<file path="src/rtl/ocp_pkg.sv">
package ocp_pkg;

  // ----------------------------------------------------------------
  // register addresses
  // ----------------------------------------------------------------
  localparam logic [2:0] A_MODE = 3'h0;
  localparam logic [2:0] A_FLT  = 3'h1;
  localparam logic [2:0] A_PRI  = 3'h2;
  localparam logic [2:0] A_SEC  = 3'h3;
  localparam logic [2:0] A_PER  = 3'h4;

  // ----------------------------------------------------------------
  // compare_mode_control fields
  // ----------------------------------------------------------------
  localparam int M_MODE_LSB  = 0;
  localparam int M_TCLR_MODE = 3;
  localparam int M_FSTAT_LSB = 4;
  localparam int M_FEN_LSB   = 7;
  localparam logic [15:0] MODE_WMASK = 16'h3f8f;
  localparam logic [15:0] MODE_RESET = 16'h0000;

  // ----------------------------------------------------------------
  // compare_fault_trigger_control fields
  // ----------------------------------------------------------------
  localparam int F_SEL_LSB  = 0;
  localparam int F_TRIS     = 5;
  localparam int F_TSTAT    = 6;
  localparam int F_TRIG     = 7;
  localparam int F_CASC     = 8;
  localparam int F_FINE_LSB = 9;
  localparam int F_INV      = 12;
  localparam int F_FDIR     = 13;
  localparam int F_FLVL     = 14;
  localparam int F_HOLD     = 15;
  localparam logic [15:0] FLT_WMASK = 16'hf7bf;
  localparam logic [15:0] FLT_RESET = 16'h000c;

  // ----------------------------------------------------------------
  // compare and period reset values
  // ----------------------------------------------------------------
  localparam logic [15:0] CMP_RESET = 16'h0000;
  localparam logic [15:0] PER_RESET = 16'hffff;

  // ----------------------------------------------------------------
  // mode codes and source selector
  // ----------------------------------------------------------------
  localparam logic [2:0] MD_OFF      = 3'h0;
  localparam logic [2:0] MD_SS_HI    = 3'h1;
  localparam logic [2:0] MD_SS_LO    = 3'h2;
  localparam logic [2:0] MD_TOGGLE   = 3'h3;
  localparam logic [2:0] MD_DBL_ONE  = 3'h4;
  localparam logic [2:0] MD_DBL_CONT = 3'h5;
  localparam logic [2:0] MD_PWM_EDGE = 3'h6;
  localparam logic [2:0] MD_PWM_CTR  = 3'h7;
  localparam logic [4:0] SEL_NONE    = 5'h00;
  localparam logic [3:0] SEL_RSV     = 4'h8;

  // ----------------------------------------------------------------
  // timing
  // ----------------------------------------------------------------
  localparam int CLK_NS   = 25;
  localparam int TCY_NS   = 100;
  localparam int TCY_CLKS = TCY_NS / CLK_NS;

  typedef enum logic [3:0] {
    ST_OFF    = 4'b0001,
    ST_WAIT_P = 4'b0010,
    ST_WAIT_S = 4'b0100,
    ST_DONE   = 4'b1000
  } ocp_state_t;

endpackage : ocp_pkg

</file>
<file path="src/rtl/ocp_channel.sv">
`timescale 1ns/1ps
module ocp_channel #(
  parameter int DW       = 16,
  parameter int CH_INDEX = 1,
  parameter int TCY_CLKS = ocp_pkg::TCY_CLKS
) (
  // clock and reset
  input  wire logic          clk_i,
  input  wire logic          reset_i,
  // register port
  input  wire logic [2:0]    addr_i,
  input  wire logic [15:0]   wdata_i,
  input  wire logic          wr_i,
  input  wire logic          rd_i,
  output logic      [15:0]   rdata_o,
  // trigger and sync sources
  input  wire logic [31:0]   src_event_i,
  // fault sources
  input  wire logic          fault_pin_a_i,
  input  wire logic          fault_pin_b_i,
  input  wire logic [2:0]    comparator_i,
  // cascade partner
  input  wire logic          cascade_match_i,
  output logic               cmp_match_o,
  // compare_output_pin
  output logic               pin_o,
  output logic               pin_oe_o
);

  localparam int CMP_IDX = (CH_INDEX - 1) / 3;

  logic [15:0]        ctl1_ff, nxt_ctl1;
  logic [15:0]        ctl2_ff, nxt_ctl2;
  logic [DW-1:0]      pri_ff, nxt_pri;
  logic [DW-1:0]      sec_ff, nxt_sec;
  logic [DW-1:0]      per_ff, nxt_per;
  logic [DW-1:0]      pri_buf_ff, nxt_pri_buf;
  logic [DW-1:0]      sec_buf_ff, nxt_sec_buf;
  logic [1:0]         fine_buf_ff, nxt_fine_buf;
  logic [DW-1:0]      timer_ff, nxt_timer;
  logic [7:0]         phase_ff, nxt_phase;
  logic               trig_ff, nxt_trig;
  logic [2:0]         fstat_ff, nxt_fstat;
  logic               fault_ff, nxt_fault;
  ocp_pkg::ocp_state_t state_ff, nxt_state;
  logic               lvl_ff, nxt_lvl;
  logic               raw_ff, nxt_raw;
  logic               pend_ff, nxt_pend;
  logic [1:0]         cnt_ff, nxt_cnt;
  logic [15:0]        nxt_rdata;
  logic               nxt_pin, nxt_oe, nxt_cmatch;

  logic [2:0]  mode;
  logic        pwm, tick, per_match, casc_ok, mp, ms, rise;
  logic        trig_sel, ev, hold_clr, mode_wr, wr_flt;
  logic [4:0]  sel;
  logic [2:0]  fen, src_act, hit;

  // ----------------------------------------------------------------
  // decode
  // ----------------------------------------------------------------
  assign mode     = ctl1_ff[ocp_pkg::M_MODE_LSB +: 3];
  assign pwm      = (mode == ocp_pkg::MD_PWM_EDGE) | (mode == ocp_pkg::MD_PWM_CTR);
  assign tick     = (phase_ff == 8'(TCY_CLKS - 1));
  assign per_match = tick & (timer_ff == per_ff);
  assign casc_ok  = ~ctl2_ff[ocp_pkg::F_CASC] | cascade_match_i;
  assign mp       = tick & casc_ok & (timer_ff == pri_buf_ff);
  assign ms       = tick & casc_ok & (timer_ff == sec_buf_ff);
  // edge PWM rises at period start, center PWM at primary match
  assign rise     = (mode == ocp_pkg::MD_PWM_EDGE) ? (tick & (timer_ff == '0)) : mp;
  assign trig_sel = ctl2_ff[ocp_pkg::F_TRIG];
  assign sel      = ctl2_ff[ocp_pkg::F_SEL_LSB +: 5];
  // no source and reserved codes never fire
  assign ev       = (sel != ocp_pkg::SEL_NONE) & (sel[4:1] != ocp_pkg::SEL_RSV) & src_event_i[sel];
  assign hold_clr = trig_sel & ~trig_ff;
  assign mode_wr  = wr_i & (addr_i == ocp_pkg::A_MODE) & (wdata_i[2:0] != mode);
  assign wr_flt   = wr_i & (addr_i == ocp_pkg::A_FLT);
  assign fen      = ctl1_ff[ocp_pkg::M_FEN_LSB +: 3];
  assign src_act  = {comparator_i[CMP_IDX], fault_pin_b_i, fault_pin_a_i};
  assign hit      = src_act & fen & {3{pwm}};

  // ----------------------------------------------------------------
  // software registers
  // ----------------------------------------------------------------
  always_comb
  begin
    nxt_ctl1 = ctl1_ff;
    nxt_ctl2 = ctl2_ff;
    nxt_pri  = pri_ff;
    nxt_sec  = sec_ff;
    nxt_per  = per_ff;
    if (wr_i)
    begin
      case (addr_i)
        ocp_pkg::A_MODE: nxt_ctl1 = wdata_i & ocp_pkg::MODE_WMASK;
        ocp_pkg::A_FLT:  nxt_ctl2 = wdata_i & ocp_pkg::FLT_WMASK;
        ocp_pkg::A_PRI:  nxt_pri  = DW'(wdata_i);
        ocp_pkg::A_SEC:  nxt_sec  = DW'(wdata_i);
        ocp_pkg::A_PER:  nxt_per  = DW'(wdata_i);
        default:         ;
      endcase
    end
  end

  always_ff @(posedge clk_i)
  begin
    if (reset_i)
    begin
      ctl1_ff <= ocp_pkg::MODE_RESET;
      ctl2_ff <= ocp_pkg::FLT_RESET;
      pri_ff  <= DW'(ocp_pkg::CMP_RESET);
      sec_ff  <= DW'(ocp_pkg::CMP_RESET);
      per_ff  <= DW'(ocp_pkg::PER_RESET);
    end
    else
    begin
      ctl1_ff <= nxt_ctl1;
      ctl2_ff <= nxt_ctl2;
      pri_ff  <= nxt_pri;
      sec_ff  <= nxt_sec;
      per_ff  <= nxt_per;
    end
  end

  // ----------------------------------------------------------------
  // duty buffers
  // ----------------------------------------------------------------
  always_comb
  begin
    nxt_pri_buf  = pri_buf_ff;
    nxt_sec_buf  = sec_buf_ff;
    nxt_fine_buf = fine_buf_ff;
    // pwm loads only at period end, other modes follow writes
    if (per_match | ~pwm)
    begin
      nxt_pri_buf  = pri_ff;
      nxt_sec_buf  = sec_ff;
      nxt_fine_buf = ctl2_ff[ocp_pkg::F_FINE_LSB +: 2];
    end
  end

  always_ff @(posedge clk_i)
  begin
    if (reset_i)
    begin
      pri_buf_ff  <= DW'(ocp_pkg::CMP_RESET);
      sec_buf_ff  <= DW'(ocp_pkg::CMP_RESET);
      fine_buf_ff <= 2'h0;
    end
    else
    begin
      pri_buf_ff  <= nxt_pri_buf;
      sec_buf_ff  <= nxt_sec_buf;
      fine_buf_ff <= nxt_fine_buf;
    end
  end

  // ----------------------------------------------------------------
  // time base and trigger flag
  // ----------------------------------------------------------------
  always_comb
  begin
    nxt_phase = tick ? 8'h00 : 8'(phase_ff + 8'h01);
    nxt_timer = timer_ff;
    if (hold_clr | (~trig_sel & ev))
      nxt_timer = '0;
    else if (per_match)
      nxt_timer = '0;
    else if (tick)
      nxt_timer = DW'(timer_ff + 1'b1);
    nxt_trig = trig_ff;
    if (wr_flt)
      nxt_trig = wdata_i[ocp_pkg::F_TSTAT];
    else if (ctl1_ff[ocp_pkg::M_TCLR_MODE] & ms)
      nxt_trig = 1'b0;
    if (trig_sel & ev)
      nxt_trig = 1'b1;
  end

  always_ff @(posedge clk_i)
  begin
    if (reset_i)
    begin
      phase_ff <= 8'h00;
      timer_ff <= '0;
      trig_ff  <= 1'b0;
    end
    else
    begin
      phase_ff <= nxt_phase;
      timer_ff <= nxt_timer;
      trig_ff  <= nxt_trig;
    end
  end

  // ----------------------------------------------------------------
  // compare sequencer
  // ----------------------------------------------------------------
  always_comb
  begin
    nxt_state = state_ff;
    nxt_lvl   = lvl_ff;
    if (mode_wr)
    begin
      nxt_state = (wdata_i[2:0] == ocp_pkg::MD_OFF) ? ocp_pkg::ST_OFF : ocp_pkg::ST_WAIT_P;
      nxt_lvl   = (wdata_i[2:0] == ocp_pkg::MD_SS_LO);
    end
    else if (pwm)
    begin
      if (rise)
        nxt_lvl = 1'b1;
      // clear wins: zero duty stays low, duty past period stays high
      if (ms)
        nxt_lvl = 1'b0;
    end
    else
    begin
      case (state_ff)
        ocp_pkg::ST_WAIT_P:
        begin
          if (mp)
          begin
            case (mode)
              ocp_pkg::MD_SS_HI:
              begin
                nxt_lvl   = 1'b1;
                nxt_state = ocp_pkg::ST_DONE;
              end
              ocp_pkg::MD_SS_LO:
              begin
                nxt_lvl   = 1'b0;
                nxt_state = ocp_pkg::ST_DONE;
              end
              ocp_pkg::MD_TOGGLE:
                nxt_lvl = ~lvl_ff;
              ocp_pkg::MD_DBL_ONE, ocp_pkg::MD_DBL_CONT:
              begin
                nxt_lvl   = ~lvl_ff;
                nxt_state = ocp_pkg::ST_WAIT_S;
              end
              default: ;
            endcase
          end
        end
        ocp_pkg::ST_WAIT_S:
        begin
          if (ms)
          begin
            nxt_lvl   = ~lvl_ff;
            nxt_state = (mode == ocp_pkg::MD_DBL_CONT) ? ocp_pkg::ST_WAIT_P : ocp_pkg::ST_DONE;
          end
        end
        default: ;
      endcase
    end
  end

  always_ff @(posedge clk_i)
  begin
    if (reset_i)
    begin
      state_ff <= ocp_pkg::ST_OFF;
      lvl_ff   <= 1'b0;
    end
    else
    begin
      state_ff <= nxt_state;
      lvl_ff   <= nxt_lvl;
    end
  end

  // ----------------------------------------------------------------
  // falling edge fine delay
  // ----------------------------------------------------------------
  always_comb
  begin
    nxt_raw  = raw_ff;
    nxt_pend = pend_ff;
    nxt_cnt  = cnt_ff;
    if (lvl_ff)
    begin
      nxt_raw  = 1'b1;
      nxt_pend = 1'b0;
    end
    else if (pend_ff)
    begin
      nxt_cnt = cnt_ff - 2'h1;
      if (cnt_ff == 2'h1)
      begin
        nxt_raw  = 1'b0;
        nxt_pend = 1'b0;
      end
    end
    else if (raw_ff)
    begin
      // one clock is a quarter of the instruction cycle
      if (fine_buf_ff == 2'h0)
        nxt_raw = 1'b0;
      else
      begin
        nxt_pend = 1'b1;
        nxt_cnt  = fine_buf_ff;
      end
    end
  end

  always_ff @(posedge clk_i)
  begin
    if (reset_i)
    begin
      raw_ff  <= 1'b0;
      pend_ff <= 1'b0;
      cnt_ff  <= 2'h0;
    end
    else
    begin
      raw_ff  <= nxt_raw;
      pend_ff <= nxt_pend;
      cnt_ff  <= nxt_cnt;
    end
  end

  // ----------------------------------------------------------------
  // fault handling
  // ----------------------------------------------------------------
  always_comb
  begin
    nxt_fstat = fstat_ff;
    if (wr_i && addr_i == ocp_pkg::A_MODE)
      nxt_fstat = fstat_ff & wdata_i[ocp_pkg::M_FSTAT_LSB +: 3];
    nxt_fstat = nxt_fstat | hit;
    nxt_fault = fault_ff;
    if (!pwm)
      nxt_fault = 1'b0;
    else if (|hit)
      nxt_fault = 1'b1;
    else if (ctl2_ff[ocp_pkg::F_HOLD])
    begin
      if (fstat_ff == 3'h0)
        nxt_fault = 1'b0;
    end
    else if (per_match)
      nxt_fault = 1'b0;
  end

  always_ff @(posedge clk_i)
  begin
    if (reset_i)
    begin
      fstat_ff <= 3'h0;
      fault_ff <= 1'b0;
    end
    else
    begin
      fstat_ff <= nxt_fstat;
      fault_ff <= nxt_fault;
    end
  end

  // ----------------------------------------------------------------
  // pin, read data, cascade
  // ----------------------------------------------------------------
  always_comb
  begin
    nxt_pin = fault_ff ? ctl2_ff[ocp_pkg::F_FLVL] : (raw_ff ^ ctl2_ff[ocp_pkg::F_INV]);
    nxt_oe  = ~ctl2_ff[ocp_pkg::F_TRIS] | (fault_ff & ctl2_ff[ocp_pkg::F_FDIR]);
    nxt_cmatch = (timer_ff == pri_buf_ff);
    nxt_rdata  = 16'h0000;
    if (rd_i)
    begin
      case (addr_i)
        ocp_pkg::A_MODE: nxt_rdata = ctl1_ff | {9'h000, fstat_ff, 4'h0};
        ocp_pkg::A_FLT:  nxt_rdata = ctl2_ff | {9'h000, trig_ff, 6'h00};
        ocp_pkg::A_PRI:  nxt_rdata = 16'(pri_ff);
        ocp_pkg::A_SEC:  nxt_rdata = 16'(sec_ff);
        ocp_pkg::A_PER:  nxt_rdata = 16'(per_ff);
        default:         nxt_rdata = 16'h0000;
      endcase
    end
  end

  always_ff @(posedge clk_i)
  begin
    if (reset_i)
    begin
      pin_o       <= 1'b0;
      pin_oe_o    <= 1'b0;
      cmp_match_o <= 1'b0;
      rdata_o     <= 16'h0000;
    end
    else
    begin
      pin_o       <= nxt_pin;
      pin_oe_o    <= nxt_oe;
      cmp_match_o <= nxt_cmatch;
      rdata_o     <= nxt_rdata;
    end
  end
endmodule : ocp_channel

</file>
<file path="config.mk">
export PLATFORM = sky130hd
export DESIGN_NAME = ocp_channel
export DESIGN_NICKNAME = d
export VERILOG_FILES = /design/src/rtl/ocp_pkg.sv /design/src/rtl/ocp_channel.sv
export SDC_FILE = /design/constraint.sdc
export NUM_CORES = 1
export LEC_CHECK = 0
export BUFFER_PORTS_ARGS = -buffer_cell sky130_fd_sc_hd__buf_2
export CELL_PAD_IN_SITES_DETAIL_PLACEMENT = 0
export CELL_PAD_IN_SITES_GLOBAL_PLACEMENT = 1
export CORE_MARGIN = 1.5
export CORE_UTILIZATION = 49
export CTS_BUF_LIST = sky130_fd_sc_hd__clkbuf_8
export DETAILED_ROUTE_END_ITERATION = 10
export GPL_ROUTABILITY_DRIVEN = 0
export GPL_TIMING_DRIVEN = 0
export PLACE_DENSITY_LB_ADDON = 0.1
export SYNTH_ARGS = -nofsm -noshare
export SYNTH_HDL_FRONTEND = slang
export SYNTH_SLANG_ARGS = --single-unit
</file>
<file path="constraint.sdc">
create_clock -name clk_i -period 3.65 [get_ports clk_i]
set_clock_uncertainty 0.05 [all_clocks]
set_input_delay 0.1825 -clock clk_i [delete_from_list [all_inputs] [get_ports clk_i]]
set_output_delay 0.1825 -clock clk_i [all_outputs]
set_load 0.02 [all_outputs]
</file>
==> run metrics, run 1 <==
status finished clean; worst-path fanout max 10; area leader, netlist dfxtp_1; hold-critical path depth 3; Clock Pin Slew Worst Setup and Hold Paths 100 ps; Final Util 0.5819; first-pass GRT wire length 34800 um; Leak 3.163 nW; r2r startpoint timer_ff[9]; ys async rst share 0; f_max 310.8 MHz; die area 0.01586 mm2; final worst-path cycle share 0.8815; clock buffer count from CTS 17; total length of routed wires 22480 um; VDD IR-drop max 0.0002664 V; Fin. Hold Viols 0; CP arrival 3480 ps; vias in the first global route 6322; post-synthesis sequential area ratio 0.4434; Mapped Nets 949; Filler Cell Count 1371; share of layout cells above drive strength 1 0.1200; Layout area overhead 15.07%; crit path time final 3217 ps; Slew headroom 0.3877; Fin Setup TNS 0 ps; fin nets 1052; Hold EP ctl1_ff[2]; commonest non-fill, non-tap cell in the layout nand2_1; die height 125.9 um; Post-synth EDFFs 0; largest net degree at the start of global routing 17; Worst Hold Launch wdata_i[2]; share of the synthesized area in the top cell type 0.4434; via count 6607; CTS root buf clkbuf_8; RSZ-0062 raised after global routing no; synthesized cell area 0.007405 mm2; endpoint class of the critical path flop; DRC Markers 0; iteration-0 DRC count of the detailed router 574; slew at the pin with the worst max-slew slack 910.0 ps; Pwr Density 404.3 mW/mm2; Cell Rows 44; post-CTS sizing 0; top cells by area, synth dfxtp_1 (44%), nand2_1 (8.8%), mux2i_1 (7.3%), a21oi_1 (6.4%), xor2_1 (4.7%); Crit Path Category reg2reg; depth of the most critical reg-to-reg path 9; Worst Path Required 3910 ps; I/O Pins 80; initial antenna violation count 1; HP Class in2reg; r2r endpoint fine_buf_ff[1]; CTS Buffer Depth 2; Post-DRT Antenna Nets 0; port bufs 68; width of the die 125.9 um; Initial Utilization 0.5056; Yosys reg bits 164; H-tree levels 4; Unique masters post-synth 44; Final setup viols 0; Slew Limit Fails 0; vias per cell 5.580; R2R setup slack 430 ps; Critical Path Source Type flop; CTS tree built; routed length per instance 18.99 um; Worst-Skew Late Latency 470 ps; most frequent cells in the layout nand2_1 (174), dfxtp_1 (164), a21oi_1 (94); Synth Instances 884; Global Route Usage Sum 0.2918; # diodes 0; Synth Area per Inst 8.376 um2; hpwl dp 17150 um; Synth Flop Type dfxtp_1; GRT overflow 0; Core Box Area 0.01464 mm2; Pre-antenna DRT Iters 6; Yosys warnings 0; Max-cap violations 0; # clock sinks 164
critical path, cell delays in order (launching register included):
cell	delay (ps)
dfxtp_1	310
clkbuf_1	370
xor2_1	170
nor4_1	350
nand3_1	110
nor4_1	710
nor2_1	390
buf_2	340
mux2i_1	200
nor2_1	70
state kept, by name (all words and copies together), names as in the netlist, 2 cells and up:
name         flops
pri_buf_ff      16
rdata_o         16
ctl1_ff         11
cnt_ff           2
phase_ff         8
fstat_ff         3
fine_buf_ff      2
pri_ff          16
ctl2_ff         14
sec_ff          16
sec_buf_ff      16
state_ff         4
timer_ff        16
per_ff          16
kinds of logic (layout without fill, tap and decap cells):
logic type | Yosys count | after routing | synth area share
AOI/OAI and AO/OA | 141 | 141 | 0.1102
xor gates and xnor gates | 73 | 73 | 0.08635
buffers and inverters | 77 | 193 | 0.04022
DFF | 164 | 164 | 0.4434
muxes | 65 | 65 | 0.1019
and+or+nand+nor | 360 | 360 | 0.2112
adders and majority gates | 4 | 4 | 0.006759
cell usage after synthesis (6+ instances only):
| cell | number |
|---|---|
| dfxtp_1 | 164 |
| inv_1 | 11 |
| mux4_2 | 8 |
| mux2i_1 | 54 |
| a21oi_1 | 94 |
| clkbuf_1 | 56 |
| o21ai_0 | 8 |
| xnor2_1 | 33 |
| xor2_1 | 40 |
| nor4_1 | 15 |
| nand4_1 | 12 |
| nand3_1 | 31 |
| a22oi_1 | 16 |
| and3_1 | 10 |
| a31oi_1 | 6 |
| nor2_1 | 92 |
| nand2_1 | 174 |
how the worst max path moves through the flow:
stage	start	to	cells after the start	slack [ps]
3_3_place_gp	phase_ff[5]	pri_buf_ff[12]	7	590
6_report	timer_ff[9]	fine_buf_ff[1]	9	430
5_1_grt	phase_ff[5]	pri_buf_ff[14]	7	370
2_1_floorplan	ctl2_ff[0]	timer_ff[8]	8	1270
4_1_cts	timer_ff[9]	fine_buf_ff[1]	9	530
3_5_place_dp	timer_ff[9]	sec_buf_ff[12]	9	560
per-layer routing:
| layer | wire length, um | global-route usage |
|---|---|---|
| met5 | 11 | 0 |
| met4 | 616 | 0.1095 |
| met3 | 1661 | 0.06542 |
| met2 | 10350 | 0.4690 |
| met1 | 9842 | 0.3857 |
where the power goes:
group	leakage [nW]	switching [mW]	internal, mW
clock	0.198	0.730	0.577
combinational	1.64	0.174	0.107
sequential	1.33	0.0351	1.82
repair_timing:
action | CTS | global route
hold buffers | 16 | 0
endpoints found under the hold margin | 62 | 0
buffers inserted | 0 | 0
layout make-up:
class,instances,area (um2),area share
Multi-Input combinational cell,643,3824,0.4488
Sequential cell,164,3283,0.3853
Timing Repair Buffer,84,500.5,0.05874
Clock inverter,14,137.6,0.01615
Buffer,66,256.5,0.03010
Clock buffer,18,247.7,0.02907
Tap cell,184,230.2,0.02702
Inverter,11,41.29,0.004846
through the flow:
stage	cells	worst slack (ps)	hold slack, ps	cell area [um2]	power, mW
5_1_grt	1184	371.0	79.18	8521	3.575
2_1_floorplan	884	1271	256.5	7405	2.046
3_3_place_gp	1136	588.9	391.2	7975	2.155
6_report	1184	432.6	99.91	8521	3.445
4_1_cts	1184	527.9	65.95	8521	3.460
3_5_place_dp	1136	563.2	407.1	7975	2.163
(Power assumes the default switching activity.)
==> inputs of run 2 (changes only) <==
--- a/config.mk
+++ b/config.mk
@@ -13,7 +13,7 @@
 export CTS_BUF_LIST = sky130_fd_sc_hd__clkbuf_8
 export DETAILED_ROUTE_END_ITERATION = 10
 export GPL_ROUTABILITY_DRIVEN = 0
-export GPL_TIMING_DRIVEN = 0
+export GPL_TIMING_DRIVEN = 1
 export PLACE_DENSITY_LB_ADDON = 0.1
 export SYNTH_ARGS = -nofsm -noshare
 export SYNTH_HDL_FRONTEND = slang
==> run 2 against run 1 <==
  * Wire length fell by 3.2%
  * Register-to-register slack gained 280 ps
  * Global-route usage is 0.97 points lower
  * Sequential share of layout area is 0.50 points higher
  * Via count decreased by 3.2%
  * Combinational power shrank 3%
  * Critical path depth shrank 3
  * Worst setup slack improved by 280 ps
  * Non-clock buffer count decreased by 47
==> run metrics, run 2 (synthesized netlist as in run 1, its figures left out) <==
commonest non-fill, non-tap cell in the layout nand2_1; initial antenna violation count 0; r2r endpoint timer_ff[1]; width of the die 125.9 um; CP dominant cell by count mux4_2; iteration-0 DRC count of the detailed router 484; routed length per instance 19.13 um; Post-DRT Antenna Nets 0; port bufs 74; I/O Pins 80; largest net degree at the start of global routing 82; CTS root buf clkbuf_8; hpwl dp 15250 um; Slew headroom 0.4042; Initial Utilization 0.5056; CTS tree built; Worst Path Required 3990 ps; Fin Setup TNS 0 ps; Filler Cell Count 1337; VDD IR-drop max 0.0003308 V; die area 0.01586 mm2; Critical Path Source Type flop; RSZ-0062 raised after global routing no; crit path time final 2934 ps; Pwr Density 408.9 mW/mm2; worst setup path end timer_ff[1]; Clock Pin Slew Worst Setup and Hold Paths 100 ps; crit-path max cell delay 700 ps; die height 125.9 um; Final Util 0.5743; Slew Limit Fails 0; Worst-Skew Late Latency 470 ps; Fin. Hold Viols 0; CP cell instances mux4_2 -> mux4_2 -> mux2i_1 -> nand2_1 -> a211o_1 -> a21oi_1; vias in the first global route 6232; # clock sinks 164; Layout area overhead 13.59%; clock buffer count from CTS 17; Max-cap violations 0; Final setup viols 0; f_max 340.8 MHz; fin nets 1005; first-pass GRT wire length 33940 um; slew at the pin with the worst max-slew slack 881.4 ps; via count 6398; Global Route Usage Sum 0.2821; H-tree levels 4; CP arrival 3270 ps; # diodes 0; R2R setup slack 720 ps; CP max stage cell dfxtp_1; hold-critical path depth 2; post-CTS setup buffer count 0; final worst-path cycle share 0.8038; Core Box Area 0.01464 mm2; status finished clean; HP Class in2reg; Cell Rows 44; r2r startpoint ctl2_ff[0]; CTS Buffer Depth 2; share of layout cells above drive strength 1 0.1396; Leak 3.152 nW; DRC Markers 0; GRT overflow 0; depth of the most critical reg-to-reg path 6; endpoint class of the critical path flop; Pre-antenna DRT Iters 5; vias per cell 5.627; most frequent cells in the layout nand2_1 (174), dfxtp_1 (164), a21oi_1 (94); Worst Setup SP ctl2_ff[0]; worst-path fanout max 16; total length of routed wires 21750 um; Crit Path Category reg2reg
[run 2: worst min path at each step]
stage                      from     endpoint
floorplan            wdata_i[3]   ctl2_ff[3]
global placement    phase_ff[0]  phase_ff[0]
detailed placement  ctl1_ff[11]  ctl1_ff[11]
CTS                     reset_i    sec_ff[5]
global route            reset_i    sec_ff[5]
finish                  reset_i        pin_o
[run 2: what timing repair did]
| action | 4_1_cts | 5_1_grt |
|---|---|---|
| endpoints found under the hold margin | 75 | 0 |
| resized for setup | 0 | 0 |
| hold buffers | 19 | 0 |
[run 2: power by group]
part | internal [mW] | switching (mW)
Combinational | 0.107 | 0.165
Clock | 0.577 | 0.732
Sequential | 1.82 | 0.0365
[run 2: area by class of cell]
type / instances / area [um2] / share of cell area
multi-input combinational: 643 / 3831 / 0.4555
sequential: 164 / 3283 / 0.3904
timing repair buffer: 103 / 638.1 / 0.07587
clock buffer: 18 / 247.7 / 0.02946
tap: 184 / 230.2 / 0.02737
clock inverter: 14 / 138.9 / 0.01651
inverter: 11 / 41.29 / 0.004909
[run 2: metrics by stage]
stage	instances	total power, mW	worst slack (ps)	cell area, um2	hold WS (ps)
floorplan	884	2.046	1271	7405	256.5
global placement	1086	2.148	773.5	7834	389.7
detailed placement	1086	2.153	674.2	7834	399.4
CTS	1137	3.449	650.2	8411	24.67
global route	1137	3.555	501.3	8411	19.13
finish	1137	3.439	716.0	8411	43.44
[run 2: metal layers]
layer / track usage / vias to the layer above / wire length [um]
li1: - / 3116 / -
met1: 0.3741 / 3007 / 9807
met2: 0.4473 / 237 / 9934
met3: 0.06839 / 38 / 1431
met4: 0.1075 / 0 / 580
met5: 0 / - / 0
[run 2: critical path, delay by kind of cell, from the launching register on]
family	cells	cell delay (ps)
flops	1	700
compound gates	2	730
simple gates	1	100
mux	3	1260
==> inputs of run 3 (changes only) <==
--- a/config.mk
+++ b/config.mk
@@ -9,7 +9,7 @@
 export CELL_PAD_IN_SITES_DETAIL_PLACEMENT = 0
 export CELL_PAD_IN_SITES_GLOBAL_PLACEMENT = 1
 export CORE_MARGIN = 1.5
-export CORE_UTILIZATION = 49
+export CORE_UTILIZATION = 46
 export CTS_BUF_LIST = sky130_fd_sc_hd__clkbuf_8
 export DETAILED_ROUTE_END_ITERATION = 10
 export GPL_ROUTABILITY_DRIVEN = 0
==> constraint.sdc (replaced) <==
create_clock -name clk_i -period 2.7 [get_ports clk_i]
set_clock_uncertainty 0.05 [all_clocks]
set_input_delay 0.135 -clock clk_i [delete_from_list [all_inputs] [get_ports clk_i]]
set_output_delay 0.135 -clock clk_i [all_outputs]
set_load 0.02 [all_outputs]
==> run 3 against run 2 <==
  * Non-clock buffer count rose by 26
  * Clock power rose by 45%
  * Power rose by 40%
  * Maximum frequency rose by 15%
  * Worst setup slack got worse by 570 ps
==> run metrics, run 3 (synthesized netlist as in run 1, its figures left out) <==
Final setup viols 0; vias in the first global route 6191; fin nets 1031; first-pass GRT wire length 34100 um; VDD IR-drop max 0.0002953 V; RSZ-0062 raised after global routing no; most frequent cells in the layout nand2_1 (174), dfxtp_1 (162), a21oi_1 (94); post-CTS setup buffer count 0; Crit Path Category reg2reg; Fin Hold WS 113.1 ps; hpwl dp 16290 um; Core Box Area 0.01583 mm2; largest net degree at the start of global routing 58; Max-cap violations 0; CTS root buf clkbuf_8; dpl cells 1143; via count 6521; Fin Setup TNS 0 ps; CTS tree built; slew at the pin with the worst max-slew slack 734.1 ps; iteration-0 DRC count of the detailed router 445; Initial Utilization 0.4678; CTS Buffer Depth 2; port bufs 74; vias per cell 5.457; Worst-Skew Late Latency 470 ps; Clock Pin Slew Worst Setup and Hold Paths 100 ps; routed length per instance 18.44 um; Leak 3.309 nW; crit path time final 2553 ps; Post-DRT Antenna Nets 0; status finished clean; die area 0.01687 mm2; Worst Path Required 3050 ps; width of the die 129.9 um; Slew Limit Fails 0; HP Class in2reg; # diodes 0; # clock sinks 164; Multi-input gate area 0.003831 mm2; DRC Markers 0; GRT overflow 0; f_max 391.8 MHz; total length of routed wires 22040 um; H-tree levels 4; initial antenna violation count 0; die height 129.9 um; Global Route Usage Sum 0.2717; worst-path fanout max 15; CP arrival 2900 ps; r2r endpoint timer_ff[11]; final worst-path cycle share 0.9454; r2r startpoint ctl2_ff[0]; register area 0.003286 mm2; R2R setup slack 150 ps; Pwr Density 549.8 mW/mm2; clock buffer count from CTS 17; endpoint class of the critical path flop; Worst Setup SP ctl2_ff[0]; Fin. Hold Viols 0; final std cells w/o fill 1195; Cell Rows 46; Critical Path Source Type flop; Final Total Pwr 4.802 mW; Slew headroom 0.5092; CP max stage cell mux4_2; commonest non-fill, non-tap cell in the layout nand2_1; depth of the most critical reg-to-reg path 9; Pre-antenna DRT Iters 7; Filler Cell Count 1518; worst setup path end timer_ff[11]; crit-path max cell delay 490 ps; CP cell instances buf_12 -> mux4_2 -> mux4_2 -> mux2i_1 -> buf_4 -> nand2_1 -> a211o_1 -> buf_12 -> nor2_1; Layout area overhead 17.96%; share of layout cells above drive strength 1 0.1634; I/O Pins 80
## run 3: worst min path at each step
stage / start / to / slack (ps) / cells after the start
after global placement: wdata_i[14] / per_ff[14] / 350 / 3
after CTS: addr_i[2] / rdata_o[11] / 90 / 4
final: addr_i[2] / rdata_o[15] / 110 / 4
after global routing: addr_i[2] / rdata_o[15] / 100 / 4
after detailed placement: wdata_i[14] / per_ff[14] / 360 / 3
after floorplan: wdata_i[3] / ctl2_ff[3] / 210 / 2
## run 3: worst max-delay path: cells and delay by family (launching register included)
kind | cells | cell delay [ps]
AOI/OAI and AO/OA | 1 | 320
DFF | 1 | 350
muxes | 3 | 1130
buffers and inverters | 3 | 450
and+or+nand+nor | 2 | 170
## run 3: repair_timing
item | in CTS | in global routing
hold buffers | 20 | 0
hold endpoints to repair | 90 | 0
setup endpoints to repair | 0 | 15
resized for setup | 0 | 2
## run 3: cell type report
type / instances / share of cell area
multi-input cells: 643 / 0.4386
flip-flops and latches: 164 / 0.3762
repair buffers: 129 / 0.1014
well taps: 216 / 0.03094
clock buffers: 17 / 0.02679
clock inverters: 15 / 0.02134
inverters: 11 / 0.004727
## run 3: power breakdown
| group | internal, mW | leakage (nW) | switching (mW) |
|---|---|---|---|
| Sequential | 2.46 | 1.33 | 0.0441 |
| Clock | 0.866 | 0.207 | 1.03 |
| Combinational | 0.164 | 1.77 | 0.231 |
| Total | 3.49 | 3.31 | 1.31 |
## run 3: per-layer routing
metal  part of all wire  vias to the layer above  track usage
met4              0.014                        0      0.08170
met3              0.060                       25      0.05207
met1               0.45                     3104       0.3641
li1                   -                     3161            -
met5                  0                        -            0
met2               0.47                      231       0.4460
## run 3: metrics by stage
step	instance area, um2	setup slack [ps]	utilization
after global routing	8735	8.442	0.5519
after CTS	8732	61.24	0.5517
after floorplan	7405	321.5	-
final	8735	147.4	0.5519
after detailed placement	8112	108.4	0.5125
after global placement	8112	171.9	0.5125
